===== src/acb_pkg.sv =====
// Purpose: shared constants for the converter configuration register bank
// Assumes: byte-wide registers behind a 4-wire serial port, 15-bit addresses
// Notes:   identification values are parameters of the top module, not here
`default_nettype none

package acb_pkg;

  // register addresses
  localparam logic [14:0] ADDR_IFACE      = 15'h0000;
  localparam logic [14:0] ADDR_PWR        = 15'h0002;
  localparam logic [14:0] ADDR_CLASS      = 15'h0003;
  localparam logic [14:0] ADDR_PART_LO    = 15'h0004;
  localparam logic [14:0] ADDR_PART_HI    = 15'h0005;
  localparam logic [14:0] ADDR_REVISION   = 15'h0006;
  localparam logic [14:0] ADDR_MAKER_LO   = 15'h000c;
  localparam logic [14:0] ADDR_MAKER_HI   = 15'h000d;
  localparam logic [14:0] ADDR_LEVEL      = 15'h0010;
  localparam logic [14:0] ADDR_OM1        = 15'h0012;
  localparam logic [14:0] ADDR_OM2        = 15'h0013;

  // reset values
  localparam logic [7:0]  IFACE_RST       = 8'h3c;
  localparam logic [7:0]  PWR_RST         = 8'h00;
  localparam logic [3:0]  CLASS_HI_RST    = 4'h0;
  localparam logic [7:0]  LEVEL_RST       = 8'h01;
  localparam logic [7:0]  OM1_RST         = 8'h81;
  localparam logic [7:0]  OM2_RST         = 8'h20;

  // interface_config field positions
  localparam int          IFACE_SRST_BIT  = 7;
  localparam int          IFACE_RSVD6_BIT = 6;
  localparam int          IFACE_STEP_BIT  = 5;

  // operating mode field positions
  localparam int          OM1_FMT_BIT     = 7;
  localparam int          OM1_IDLE_LSB    = 3;
  localparam int          OM1_GATE_BIT    = 2;
  localparam int          OM2_DIV_LSB     = 3;

  // power state codes
  localparam logic [1:0]  PWR_NORMAL      = 2'h0;
  localparam logic [1:0]  PWR_SLEEP       = 2'h2;
  localparam logic [1:0]  PWR_DOWN        = 2'h3;

  // reference pulse idle codes
  localparam logic [1:0]  IDLE_NONE       = 2'h0;
  localparam logic [1:0]  IDLE_LOW        = 2'h1;
  localparam logic [1:0]  IDLE_HIGH       = 2'h2;

  // sample clock divider codes and terminal counts
  localparam logic [1:0]  DIV_BY1         = 2'h0;
  localparam logic [1:0]  DIV_BY2         = 2'h1;
  localparam logic [1:0]  DIV_BY4         = 2'h2;
  localparam logic [1:0]  DIV_BY8         = 2'h3;
  localparam logic [2:0]  DIV_LAST1       = 3'h0;
  localparam logic [2:0]  DIV_LAST2       = 3'h1;
  localparam logic [2:0]  DIV_LAST4       = 3'h3;
  localparam logic [2:0]  DIV_LAST8       = 3'h7;

  // serial frame: read/write flag, 15 address bits, then data bytes
  localparam int          HDR_RW_BIT      = 15;
  localparam logic [3:0]  HDR_LAST        = 4'hf;
  localparam logic [3:0]  DATA_LAST       = 4'h7;

  typedef enum logic [2:0] {
    ACB_IDLE   = 3'b001,
    ACB_HEADER = 3'b010,
    ACB_DATA   = 3'b100
  } acb_spi_state_e;

endpackage

`default_nettype wire


===== src/acb_clk_div.sv =====
// Purpose: sampling clock divider, one strobe every 1, 2, 4 or 8 clocks
// Assumes: ratio code may change at any time
// Notes:   a ratio change takes effect at the next terminal count or sooner
`timescale 1ns/10ps
`default_nettype none

module acb_clk_div (
  input  wire logic       clk,           // system clock
  input  wire logic       srst,          // synchronous reset, active high
  input  wire logic [1:0] ratio,         // divider code
  output var  logic       sample_strobe  // one-cycle sample enable
);

  logic [2:0] count;
  logic [2:0] last;

  always_comb begin
    case (ratio)
      acb_pkg::DIV_BY1: last = acb_pkg::DIV_LAST1;
      acb_pkg::DIV_BY2: last = acb_pkg::DIV_LAST2;
      acb_pkg::DIV_BY4: last = acb_pkg::DIV_LAST4;
      acb_pkg::DIV_BY8: last = acb_pkg::DIV_LAST8;
      default:          last = acb_pkg::DIV_LAST1;
    endcase
  end

  // >= so that shrinking the ratio never strands the counter above it
  always_ff @(posedge clk) begin
    if (srst) begin
      count         <= 3'h0;
      sample_strobe <= 1'b0;
    end else if (count >= last) begin
      count         <= 3'h0;
      sample_strobe <= 1'b1;
    end else begin
      count         <= count + 3'h1;
      sample_strobe <= 1'b0;
    end
  end

endmodule // acb_clk_div

`default_nettype wire


===== src/acb_reg_bank.sv =====
// Purpose: configuration and identification register bank behind a 4-wire serial port
// Assumes: serial pins are synchronous to clk and sclk is well below clk/4
// Notes:   frame is r/w flag, 15-bit address, data bytes streamed while csb is low
//
// Notes on behaviour
// - soft reset bit restores defaults, self-clears
// - streaming address steps up or down
// - low nibble mirrors high nibble of interface_config
// - power field: normal, sleep, power-down
// - read-only part class code in low nibble
// - part code low byte 0x4, high 0x5
// - maker code low byte 0xc, high 0xd
// - serial-output level select drives output swing
// - bit 7 picks offset binary or two's complement
// - reference pulse idle offset select, 11 reserved
// - reference pulse ignored unless gate enabled
// - sampling clock divided by 1, 2, 4, 8
// - second operating mode at 0x13, reset 0x20
// - power changes keep registers; power-down exit calibrates
// - serial output driven only in read data
`timescale 1ns/10ps
`default_nettype none

module acb_reg_bank #(
  parameter logic [3:0]  PART_CLASS_CODE = 4'h9,    // arbitrary value
  parameter logic [15:0] PART_CODE       = 16'h5a3c, // arbitrary value
  parameter logic [7:0]  PART_REVISION   = 8'h07,   // arbitrary value
  parameter logic [15:0] MAKER_CODE      = 16'h1234 // arbitrary value
) (
  input  wire logic       clk,                     // system clock, 25 MHz
  input  wire logic       srst,                    // synchronous reset, active high
  input  wire logic       spi_sclk,                // serial clock from host
  input  wire logic       spi_csb,                 // chip select, active low
  input  wire logic       spi_sdi,                 // serial data in
  output var  logic       spi_sdo,                 // serial data out
  output var  logic       spi_sdo_oe,              // high while sdo is driven
  input  wire logic       ref_pulse_in,            // reference pulse input
  output var  logic       ref_pulse_detect,        // gated reference pulse
  output var  logic       ref_idle_low,            // idle low, negative offset
  output var  logic       ref_idle_high,           // idle high, positive offset
  output var  logic [1:0] serial_out_level_select, // sdo swing code
  output var  logic       sample_format_select,    // 1 = two's complement
  output var  logic       sleep_mode,              // sleep, fast resume
  output var  logic       power_down_mode,         // power-down, slow resume
  output var  logic       calib_start,             // one-cycle calibration request
  output var  logic       sample_strobe            // divided sample enable
);

  // serial engine state
  acb_pkg::acb_spi_state_e state;
  logic        sclk_q;
  logic        sclk_rise;
  logic [3:0]  bit_cnt;
  logic [14:0] hdr_shift;
  logic [14:0] addr;
  logic        is_read;
  logic [7:0]  rd_shift;
  logic [6:0]  wr_shift;
  logic        hdr_done;
  logic        byte_done;
  logic [14:0] addr_next;
  logic [14:0] hdr_addr;

  // register write port
  logic        wr_en;
  logic [7:0]  wr_data;
  logic        soft_rst;

  // stored register contents
  logic        iface_rsvd6;
  logic        address_step_up;
  logic [7:0]  pwr_reg;
  logic [3:0]  class_hi;
  logic [7:0]  level_reg;
  logic [7:0]  om1_reg;
  logic [7:0]  om2_reg;
  logic        was_power_down;

  // interface_config as seen by the host
  function automatic logic [7:0] iface_view(input logic rsvd6, input logic step_up);
    logic [3:0] hi;
    hi = {1'b0, rsvd6, step_up, 1'b1};
    // low nibble is the bit-reverse of the high nibble
    iface_view = {hi, hi[0], hi[1], hi[2], hi[3]};
  endfunction

  // read decode, used for the first byte and each streamed byte
  function automatic logic [7:0] read_byte(input logic [14:0] a);
    case (a)
      acb_pkg::ADDR_IFACE:    read_byte = iface_view(iface_rsvd6, address_step_up);
      acb_pkg::ADDR_PWR:      read_byte = pwr_reg;
      acb_pkg::ADDR_CLASS:    read_byte = {class_hi, PART_CLASS_CODE};
      acb_pkg::ADDR_PART_LO:  read_byte = PART_CODE[7:0];
      acb_pkg::ADDR_PART_HI:  read_byte = PART_CODE[15:8];
      acb_pkg::ADDR_REVISION: read_byte = PART_REVISION;
      acb_pkg::ADDR_MAKER_LO: read_byte = MAKER_CODE[7:0];
      acb_pkg::ADDR_MAKER_HI: read_byte = MAKER_CODE[15:8];
      acb_pkg::ADDR_LEVEL:    read_byte = level_reg;
      acb_pkg::ADDR_OM1:      read_byte = om1_reg;
      acb_pkg::ADDR_OM2:      read_byte = om2_reg;
      default:                read_byte = 8'h00;
    endcase
  endfunction

  // serial edge and frame position decode
  always_comb begin
    sclk_rise = spi_sclk & ~sclk_q & ~spi_csb;
    hdr_done  = sclk_rise && (state != acb_pkg::ACB_DATA) && (bit_cnt == acb_pkg::HDR_LAST);
    byte_done = sclk_rise && (state == acb_pkg::ACB_DATA) && (bit_cnt == acb_pkg::DATA_LAST);
    hdr_addr  = {hdr_shift[13:0], spi_sdi};
    if (address_step_up) begin
      addr_next = addr + 15'h0001;
    end else begin
      addr_next = addr - 15'h0001;
    end
  end

  // a write lands when the last bit of a data byte is clocked in
  always_comb begin
    wr_en    = byte_done & ~is_read;
    wr_data  = {wr_shift, spi_sdi};
    soft_rst = wr_en && (addr == acb_pkg::ADDR_IFACE) && wr_data[acb_pkg::IFACE_SRST_BIT];
  end

  always_ff @(posedge clk) begin
    if (srst) begin
      sclk_q <= 1'b0;
    end else begin
      sclk_q <= spi_sclk;
    end
  end

  // frame engine: header of sixteen bits, then bytes until csb rises
  always_ff @(posedge clk) begin
    if (srst || spi_csb) begin
      state     <= acb_pkg::ACB_IDLE;
      bit_cnt   <= 4'h0;
      hdr_shift <= 15'h0000;
    end else begin
      case (state)
        // idle also takes bits, so a rise with csb's fall is not lost
        acb_pkg::ACB_IDLE, acb_pkg::ACB_HEADER: begin
          if (sclk_rise) begin
            hdr_shift <= hdr_addr;
            if (hdr_done) begin
              state   <= acb_pkg::ACB_DATA;
              bit_cnt <= 4'h0;
            end else begin
              state   <= acb_pkg::ACB_HEADER;
              bit_cnt <= bit_cnt + 4'h1;
            end
          end else begin
            state <= acb_pkg::ACB_HEADER;
          end
        end
        acb_pkg::ACB_DATA: begin
          if (byte_done) begin
            bit_cnt <= 4'h0;
          end else if (sclk_rise) begin
            bit_cnt <= bit_cnt + 4'h1;
          end
        end
        default: begin
          state   <= acb_pkg::ACB_IDLE;
          bit_cnt <= 4'h0;
        end
      endcase
    end
  end

  // address, direction and data shifters
  always_ff @(posedge clk) begin
    if (srst) begin
      addr     <= 15'h0000;
      is_read  <= 1'b0;
      rd_shift <= 8'h00;
      wr_shift <= 7'h00;
    end else if (hdr_done) begin
      addr     <= hdr_addr;
      is_read  <= hdr_shift[acb_pkg::HDR_RW_BIT - 1];
      rd_shift <= read_byte(hdr_addr);
    end else if (byte_done) begin
      // streaming: next byte comes from the stepped address
      addr     <= addr_next;
      rd_shift <= read_byte(addr_next);
      wr_shift <= 7'h00;
    end else if (sclk_rise && (state == acb_pkg::ACB_DATA)) begin
      // host samples on the rise, so advancing after it is safe
      rd_shift <= {rd_shift[6:0], 1'b0};
      wr_shift <= {wr_shift[5:0], spi_sdi};
    end
  end

  // register file; soft reset shares the hard reset path
  always_ff @(posedge clk) begin
    if (srst || soft_rst) begin
      iface_rsvd6     <= acb_pkg::IFACE_RST[acb_pkg::IFACE_RSVD6_BIT];
      address_step_up <= acb_pkg::IFACE_RST[acb_pkg::IFACE_STEP_BIT];
      pwr_reg         <= acb_pkg::PWR_RST;
      class_hi        <= acb_pkg::CLASS_HI_RST;
      level_reg       <= acb_pkg::LEVEL_RST;
      om1_reg         <= acb_pkg::OM1_RST;
      om2_reg         <= acb_pkg::OM2_RST;
    end else if (wr_en) begin
      case (addr)
        // soft reset bit is never stored, so it always reads back zero
        acb_pkg::ADDR_IFACE: begin
          iface_rsvd6     <= wr_data[acb_pkg::IFACE_RSVD6_BIT];
          address_step_up <= wr_data[acb_pkg::IFACE_STEP_BIT];
        end
        // a power change writes only its own register
        acb_pkg::ADDR_PWR:   pwr_reg   <= wr_data;
        acb_pkg::ADDR_CLASS: class_hi  <= wr_data[7:4];
        acb_pkg::ADDR_LEVEL: level_reg <= wr_data;
        acb_pkg::ADDR_OM1:   om1_reg   <= wr_data;
        acb_pkg::ADDR_OM2:   om2_reg   <= wr_data;
        default: ;
      endcase
    end
  end

  // serial output: driven only while a read is in its data bytes
  always_ff @(posedge clk) begin
    if (srst) begin
      spi_sdo    <= 1'b0;
      spi_sdo_oe <= 1'b0;
    end else begin
      spi_sdo    <= rd_shift[7];
      spi_sdo_oe <= ~spi_csb && is_read && (state == acb_pkg::ACB_DATA);
    end
  end

  // swing follows the register; host must set it before any read
  always_ff @(posedge clk) begin
    if (srst) begin
      serial_out_level_select <= acb_pkg::LEVEL_RST[1:0];
    end else begin
      serial_out_level_select <= level_reg[1:0];
    end
  end

  // data path and reference pulse controls
  always_ff @(posedge clk) begin
    if (srst) begin
      sample_format_select <= acb_pkg::OM1_RST[acb_pkg::OM1_FMT_BIT];
      ref_idle_low         <= 1'b0;
      ref_idle_high        <= 1'b0;
      ref_pulse_detect     <= 1'b0;
    end else begin
      sample_format_select <= om1_reg[acb_pkg::OM1_FMT_BIT];
      // reserved idle code falls back to no offset
      ref_idle_low  <= om1_reg[acb_pkg::OM1_IDLE_LSB +: 2] == acb_pkg::IDLE_LOW;
      ref_idle_high <= om1_reg[acb_pkg::OM1_IDLE_LSB +: 2] == acb_pkg::IDLE_HIGH;
      ref_pulse_detect <= ref_pulse_in & om1_reg[acb_pkg::OM1_GATE_BIT];
    end
  end

  // power state; reserved code 01 is treated as normal operation
  always_ff @(posedge clk) begin
    if (srst) begin
      sleep_mode      <= 1'b0;
      power_down_mode <= 1'b0;
      was_power_down  <= 1'b0;
      calib_start     <= 1'b0;
    end else begin
      sleep_mode      <= pwr_reg[1:0] == acb_pkg::PWR_SLEEP;
      power_down_mode <= pwr_reg[1:0] == acb_pkg::PWR_DOWN;
      was_power_down  <= pwr_reg[1:0] == acb_pkg::PWR_DOWN;
      // only the exit from power-down asks for calibration, not sleep
      calib_start     <= was_power_down && (pwr_reg[1:0] != acb_pkg::PWR_DOWN);
    end
  end

  acb_clk_div u_clk_div (
    .clk           (clk),
    .srst          (srst),
    .ratio         (om2_reg[acb_pkg::OM2_DIV_LSB +: 2]),
    .sample_strobe (sample_strobe)
  );

endmodule // acb_reg_bank

`default_nettype wire


===== config.mk =====
export PLATFORM = sky130hd
export DESIGN_NAME = acb_reg_bank
export DESIGN_NICKNAME = d
export VERILOG_FILES = /design/src/acb_pkg.sv /design/src/acb_clk_div.sv /design/src/acb_reg_bank.sv
export SDC_FILE = /design/constraint.sdc
export NUM_CORES = 1
export LEC_CHECK = 0
export ABC_AREA = 1
export BUFFER_PORTS_ARGS = -buffer_cell sky130_fd_sc_hd__clkbuf_2
export CORE_ASPECT_RATIO = 0.9
export CORE_MARGIN = 2
export CORE_UTILIZATION = 25
export DETAILED_ROUTE_END_ITERATION = 8
export HOLD_SLACK_MARGIN = 0.1
export PLACE_DENSITY = 0.47
export SLEW_MARGIN = 20
export SYNTH_ARGS = -nofsm -noshare
export SYNTH_HDL_FRONTEND = slang
export SYNTH_SLANG_ARGS = --single-unit

===== constraint.sdc =====
create_clock -name clk -period 2.7 [get_ports clk]
set_clock_uncertainty 0.1 [all_clocks]
set_input_delay 0.27 -clock clk [delete_from_list [all_inputs] [get_ports clk]]
set_output_delay 0.27 -clock clk [all_outputs]
set_load 0.02 [all_outputs]

==> impl_metrics.env, run 1 <==
export IMPL_ir_drop_v=0.000300
export IMPL_fillers=2811
export IMPL_antenna_found_initial=0
export IMPL_numPortBuffers=17
export IMPL_cts_htree_levels=3
export IMPL_ys_seq_elements=107
export IMPL_worstPathRequired_ns=2.84
export IMPL_hpwl_mm=17.5
export IMPL_die_h_um=158
export IMPL_grt_pass1_vias=6704
export IMPL_crit_path_max_fanout=5
export IMPL_worst_slew_margin_rel_pct=63.8
export IMPL_cts_sinks=107
export IMPL_power_w=0.00318
export IMPL_period_share_pct=108
export IMPL_syn_nets=1059
export IMPL_power_leakage_nw=4.17
export IMPL_finalCriticalPeriod_ns=2.92
export IMPL_drt_vias_per_instance=4.76
export IMPL_layout_nets=1210
export IMPL_power_density_mw_per_mm2=348
export IMPL_drt_wirelength_per_cell_um=15.6
export IMPL_overflow=0
export IMPL_timing_fmax_mhz=343
export IMPL_cpMaxStageDelayCell="fa_2"
export IMPL_cts_tree="built"
export IMPL_ys_seq_area_share_pct=32.7
export IMPL_core_mm2=0.0259
export IMPL_setup_viol_count_final=10
export IMPL_gp_congestion=0.943
export IMPL_async_flop_share_pct=0
export IMPL_grt_use_total_pct=17.4
export IMPL_timing_final_ws_setup_ns=-0.218
export IMPL_finalMaxSlewViolations=0
export IMPL_diodes=0
export IMPL_cap_violations=0
export IMPL_cts_root_buf="clkbuf_16"
export IMPL_clkTransAtPathRegs_ns=0.08
export IMPL_rsz0062_at_grt="yes"
export IMPL_area_growth_pct=39.6
export IMPL_routed_wl_mm=23.9
export IMPL_ctsLongestPathBuffers=2
export IMPL_crit_path_cell_trace="inv_4 -> buf_6 -> fa_2 -> nand2_2 -> nand2_2 -> nand3_2 -> buf_6 -> nand3b_1 -> buf_4 -> buf_4 -> buf_4 -> buf_4 -> buf_4 -> buf_4 -> buf_4 -> buf_4 -> buf_4 -> nand3_1 -> a31oi_1"
export IMPL_avgSynthCellArea_um2=6.37
export IMPL_violations="setup timing"
export IMPL_hold_violations=0
export IMPL_cts_buffers=9
export IMPL_cpPeakStageDelay_ns=0.41
export IMPL_first_iter_violations=649
export IMPL_pre_cts_ws_ns=-0.389
export IMPL_die_width_um=175
export IMPL_tns_ns=-1.59
export IMPL_cp_end_kind="flip-flop"
export IMPL_start_kind="flip-flop"
export IMPL_grt_max_degree=30
export IMPL_min_delay_path_class="input port to flip-flop"
export IMPL_num_vias=7293
export IMPL_worst_pin_slew_ns=0.538
export IMPL_cp_data_arrival_time_ns=3.06
export IMPL_postLayoutCellArea_mm2=0.00915
export IMPL_insertion_delay_ns=0.36
export IMPL_worstSetupPathType="flip-flop to flip-flop"
export IMPL_start_util_pct=25.3
export IMPL_postRouteAntennaNets=0
export IMPL_synth_flop_cell="dfxtp_1"
export IMPL_synth_edff_count=0
export IMPL_netlist_area_mm2=0.00656
export IMPL_io_pins=18
export IMPL_ys_warn_count=0
export IMPL_top_regs="addr: 15 flops, hdr_shift: 15 flops"
export IMPL_fp_row_count=56
export IMPL_drive_gt1_share_pct=26.4
export IMPL_dr_pass1_iters=6
export IMPL_dieArea_mm2=0.0275
export IMPL_placed_cell_area_mm2=0.00774
export IMPL_drc=0
export IMPL_grt_pass1_wl_mm=37.3
export IMPL_cp_common_cell="buf_4"
export IMPL_status="complete, but fails checks"
export IMPL_syn_inst=1030
export IMPL_ys_types=48
==> through the flow <==
| step | utilization, % | instances | hold WS, ns |
|---|---|---|---|
| after floorplan | - | 1030 | 0.291 |
| after global placement | 29.9 | 1475 | 0.334 |
| after detailed placement | 29.9 | 1475 | 0.336 |
| after CTS | 34.4 | 1527 | 0.168 |
| after global routing | 35.3 | 1533 | 0.178 |
| final | 35.3 | 1533 | 0.192 |
==> critical path: cells and delay by family (launching register included) <==
family | cells | cell delay [ns]
adder cells (fa/ha/maj) | 1 | 0.41
AO/OA/AOI/OAI | 1 | 0.10
buffers and inverters | 12 | 1.39
flip-flops | 1 | 0.35
AND/OR/NAND/NOR | 5 | 0.45
==> cells in the mapped netlist (5+ instances only) <==
| library cell | instances | area (um2) |
|---|---|---|
| nand2_1 | 288 | 1080 |
| inv_1 | 133 | 499 |
| nor2_1 | 109 | 409 |
| dfxtp_1 | 107 | 2140 |
| nand3_1 | 87 | 435 |
| a21oi_1 | 71 | 355 |
| o21ai_0 | 57 | 285 |
| nor3_1 | 25 | 125 |
| ha_1 | 22 | 275 |
| nand4_1 | 18 | 113 |
| clkbuf_1 | 14 | 52.6 |
| a31oi_1 | 13 | 81.3 |
| o211ai_1 | 7 | 52.6 |
| buf_6 | 6 | 67.6 |
| nor4_1 | 6 | 37.5 |
| o21a_1 | 5 | 37.5 |
==> routing by layer <==
metal  share of wire [%]  global-route usage (%)  routed length [um]
met5                   0                       0                   0
met2                  43                    26.3               10300
met4                 2.3                    5.75                 560
met1                  50                    25.5               11900
met3                 5.1                    2.26                1230
==> cell type report <==
class                           instances  area [um2]  area share, %
Multi-Input combinational cell        761        4390           48.0
Sequential cell                       107        2140           23.4
Clock inverter                          4        76.3          0.834
Tap cell                              348         435           4.76
Timing Repair Buffer                  163        1350           14.7
Inverter                              139         527           5.76
Clock buffer                           11         233           2.54
==> power breakdown <==
part	switching (W)	leakage, nW	internal (W)
Combinational	0.000111	3.16	0.0000484
Clock	0.000617	0.146	0.000811
Sequential	0.00000853	0.863	0.00159
Total	0.000736	4.17	0.00245
==> worst paths after layout <==
kind                            slack [ns]  cells past startpoint               start                  to
worst max-delay path                 -0.22                     19     address_step_up             addr[6]
worst min-delay path                  0.19                      3             spi_sdi         wr_shift[0]
worst min register to register        0.34                      1  u_clk_div.count[0]  u_clk_div.count[0]
worst max register to register       -0.22                     19     address_step_up             addr[6]
==> timing repair <==
| action | in CTS | in global routing |
|---|---|---|
| buffers inserted | 32 | 5 |
| endpoints found under the setup margin | 8 | 39 |
| hold buffers | 2 | 0 |
| gates resized for setup | 126 | 48 |
| pin swaps | 52 | 31 |
| hold endpoints to repair | 2 | 0 |
| gates cloned | 4 | 1 |
==> cells in the final DEF (no fill, tap or decap), types with 16 or more instances in the layout <==
master,netlist,routed
inv_1,133,124
nor2_1,109,92
nor3_1,25,21
a21oi_1,71,65
o21ai_0,57,53
nand2_1,288,248
nand2_2,4,33
dfxtp_1,107,106
clkbuf_2,0,17
nand4_1,18,18
buf_4,1,123
nand3_2,3,16
nand3_1,87,68
==> kinds of logic (layout without fill, tap and decap cells) <==
kind of cell | count (synthesis) | after routing | share of synthesized area [%]
simple gates | 561 | 562 | 37.5
compound gates | 171 | 171 | 14.5
buf+inv | 163 | 317 | 10.1
flops | 107 | 107 | 32.7
fa+ha+maj | 23 | 23 | 4.50
xor+xnor | 4 | 4 | 0.534
mux | 1 | 1 | 0.153
Note: power is estimated with default switching activity, not from simulation.
==> inputs of run 2 (changes only) <==
--- a/config.mk
+++ b/config.mk
@@ -5,7 +5,7 @@
 export SDC_FILE = /design/constraint.sdc
 export NUM_CORES = 1
 export LEC_CHECK = 0
-export ABC_AREA = 1
+export ABC_AREA = 0
 export BUFFER_PORTS_ARGS = -buffer_cell sky130_fd_sc_hd__clkbuf_2
 export CORE_ASPECT_RATIO = 0.9
 export CORE_MARGIN = 2
==> run 2 against run 1 <==
Net effect: synthesized cell count down 30%; largest power group unchanged; critical path depth down 7; cell count down 24%; first-iteration DRC count down 28%; wire length down 19%; clock power down 5%; die area down 7.3%; the run still ends with setup timing left; sequential cell count unchanged; design area down 11%; critical path type unchanged; core utilization down 1.6 points; sequential share of layout area up 3.0 points; clock-buffer cell count down 1.
==> impl_metrics.env, run 2 <==
export IMPL_status="complete, but fails checks"
export IMPL_violations="setup timing"
export IMPL_postRouteAntennaNets=0
export IMPL_reg2reg_from="address_step_up"
export IMPL_io_pins=18
export IMPL_netlist_area_mm2=0.00607
export IMPL_critPathBufInv=3
export IMPL_ys_top_cells_by_area="dfxtp_1 35%, mux2i_1 10%, nor2_1 5.8%"
export IMPL_layout_nets=881
export IMPL_finalMaxSlewViolations=0
export IMPL_crit_path_cell_trace="inv_8 -> fa_2 -> a21o_1 -> a221oi_4 -> mux2_4 -> a31oi_4 -> buf_4 -> nand3b_4 -> buf_4 -> nor3_1 -> o211ai_1 -> a31oi_1"
export IMPL_pre_cts_ws_ns=-0.338
export IMPL_tns_ns=-1.21
export IMPL_async_flop_share_pct=0
export IMPL_worstHoldStart="spi_csb"
export IMPL_synth_flop_cell="dfxtp_1"
export IMPL_ctsLongestPathBuffers=2
export IMPL_setup_viol_count_final=8
export IMPL_power_w=0.00305
export IMPL_num_vias=5815
export IMPL_die_width_um=168
export IMPL_power_leakage_nw=3.21
export IMPL_mostFrequentLayoutCells="135 x buf_4, 106 x dfxtp_1, 90 x nor2_1, 61 x mux2i_1, 53 x nand2_1"
export IMPL_cts_sinks=107
export IMPL_dr_pass1_iters=5
export IMPL_hpwl_mm=14.4
export IMPL_start_kind="flip-flop"
export IMPL_ys_seq_elements=107
export IMPL_drt_met1_wl_mm=10.0
export IMPL_r2r_end="rd_shift[1]"
export IMPL_rr_worst_depth=12
export IMPL_layout_commonest_cell="buf_4"
export IMPL_synth_top_cell_area_share_pct=35.3
export IMPL_syn_inst=723
export IMPL_worst_pin_slew_ns=0.747
export IMPL_ys_seq_area_share_pct=35.3
export IMPL_placed_cells=1133
export IMPL_cpPeakStageDelay_ns=0.38
export IMPL_syn_nets=752
export IMPL_synth_commonest_cells="107 x dfxtp_1, 94 x nor2_1, 61 x mux2i_1"
export IMPL_min_to="bit_cnt[2]"
export IMPL_cts_root_buf="clkbuf_16"
export IMPL_top_regs="addr: 15 flops, hdr_shift: 15 flops"
export IMPL_synth_edff_count=0
export IMPL_drive_gt1_share_pct=28.3
export IMPL_grt_max_degree=24
export IMPL_clkTransAtPathRegs_ns=0.08
export IMPL_grt_use_total_pct=15.3
export IMPL_power_density_mw_per_mm2=376
export IMPL_cap_violations=0
export IMPL_cp_common_cell="buf_4"
export IMPL_cts_tree="built"
export IMPL_worst_slew_margin_rel_pct=49.9
export IMPL_die_h_um=152
export IMPL_r2r_setup_slack_ns=-0.19
export IMPL_timing_fmax_mhz=347
export IMPL_ys_types=71
export IMPL_dieArea_mm2=0.0255
export IMPL_hold_violations=0
export IMPL_critPathTopFamily="compound AO/OA/AOI/OAI gates"
export IMPL_area_growth_pct=33.7
export IMPL_routed_wl_mm=19.4
export IMPL_cts_buffers=9
export IMPL_drc=0
export IMPL_fillers=2551
export IMPL_grt_pass1_vias=5520
export IMPL_crit_path_max_fanout=11
export IMPL_grt_pass1_wl_mm=31.0
export IMPL_ys_warn_count=0
export IMPL_ir_drop_v=0.000245
export IMPL_cts_htree_levels=3
export IMPL_cpMaxStageDelayCell="dfxtp_4"
export IMPL_fp_row_count=54
export IMPL_cp_data_arrival_time_ns=3.08
export IMPL_hold_depth=5
export IMPL_period_share_pct=107
export IMPL_worstPathRequired_ns=2.89
export IMPL_timing_final_ws_setup_ns=-0.185
export IMPL_final_cells=1164
export IMPL_numPortBuffers=17
export IMPL_gp_congestion=0.881
export IMPL_min_delay_path_class="input port to flip-flop"
export IMPL_drt_wirelength_per_cell_um=16.7
export IMPL_rsz0062_at_grt="yes"
export IMPL_yosysTopAreaCell="dfxtp_1"
export IMPL_wl_met3_um=579
export IMPL_insertion_delay_ns=0.36
export IMPL_cp_end_kind="flip-flop"
export IMPL_worstSetupPathType="flip-flop to flip-flop"
export IMPL_highest_layer="met4"
export IMPL_finalCriticalPeriod_ns=2.89
export IMPL_final_core_util_pct=33.7
export IMPL_diodes=0
export IMPL_antenna_found_initial=0
export IMPL_overflow=0
export IMPL_core_mm2=0.0241
export IMPL_avgSynthCellArea_um2=8.39
export IMPL_synth_most_common_cell="dfxtp_1"
export IMPL_dr_wl_met2_mm=8.56
export IMPL_first_iter_violations=470
export IMPL_drt_vias_per_instance=5.00
export IMPL_start_util_pct=25.2
-- run 2: tightest hold or removal path: stages --
cell	delay, ns
clkbuf_2	0.11
nor3b_2	0.08
nand2_1	0.08
xor2_1	0.06
nor2_1	0.07
-- run 2: how the worst max path moves through the flow --
stage	from	endpoint	slack (ns)	cells past startpoint
CTS	address_step_up	rd_shift[2]	-0.20	11
detailed placement	address_step_up	rd_shift[4]	-0.34	10
floorplan	address_step_up	rd_shift[6]	-0.14	13
global route	address_step_up	rd_shift[6]	-0.30	11
global placement	address_step_up	rd_shift[4]	-0.29	10
finish	address_step_up	rd_shift[1]	-0.19	12
-- run 2: power breakdown --
part / leakage (nW) / switching, W / internal (W)
registers: 0.863 / 0.00000323 / 0.00158
clock network: 0.141 / 0.000633 / 0.000724
logic: 2.21 / 0.0000706 / 0.0000399
-- run 2: kinds of logic after synthesis --
group           Yosys count  synth area share (%)
buf+inv                  63                  4.19
flops                   107                  35.3
fa+ha+maj                23                  4.87
xor+xnor                 14                  2.02
compound gates          196                  21.9
simple gates            257                  21.3
mux                      63                  10.4
-- run 2: through the flow --
stage,instance area (um2),hold slack [ns]
after detailed placement,7430,0.322
after CTS,7870,0.237
after global placement,7430,0.318
after floorplan,6160,0.298
final,8110,0.246
after global routing,8110,0.262
-- run 2: per-layer routing --
layer  GRT usage (%)  vias up
li1                -     2921
met1            22.8     2764
met2            23.4      112
met3            1.95       18
met4            3.78        0
met5               0        -
-- run 2: layout make-up --
cell class              instances  area, um2  area share (%)
multi-input cells             555       4010            49.4
flip-flops and latches        107       2150            26.4
repair buffers                160       1200            14.8
well taps                     308        385            4.75
clock buffers                  10        229            2.82
inverters                      19       78.8           0.971
clock inverters                 5       62.6           0.771
-- run 2: timing repair --
| item | CTS | global route |
|---|---|---|
| resized for setup | 15 | 36 |
| endpoints found under the setup margin | 8 | 12 |
| hold buffers | 2 | 0 |
| cloned | 1 | 1 |
| hold endpoints to repair | 2 | 0 |
| pin swaps | 11 | 16 |
| buffers inserted | 5 | 7 |
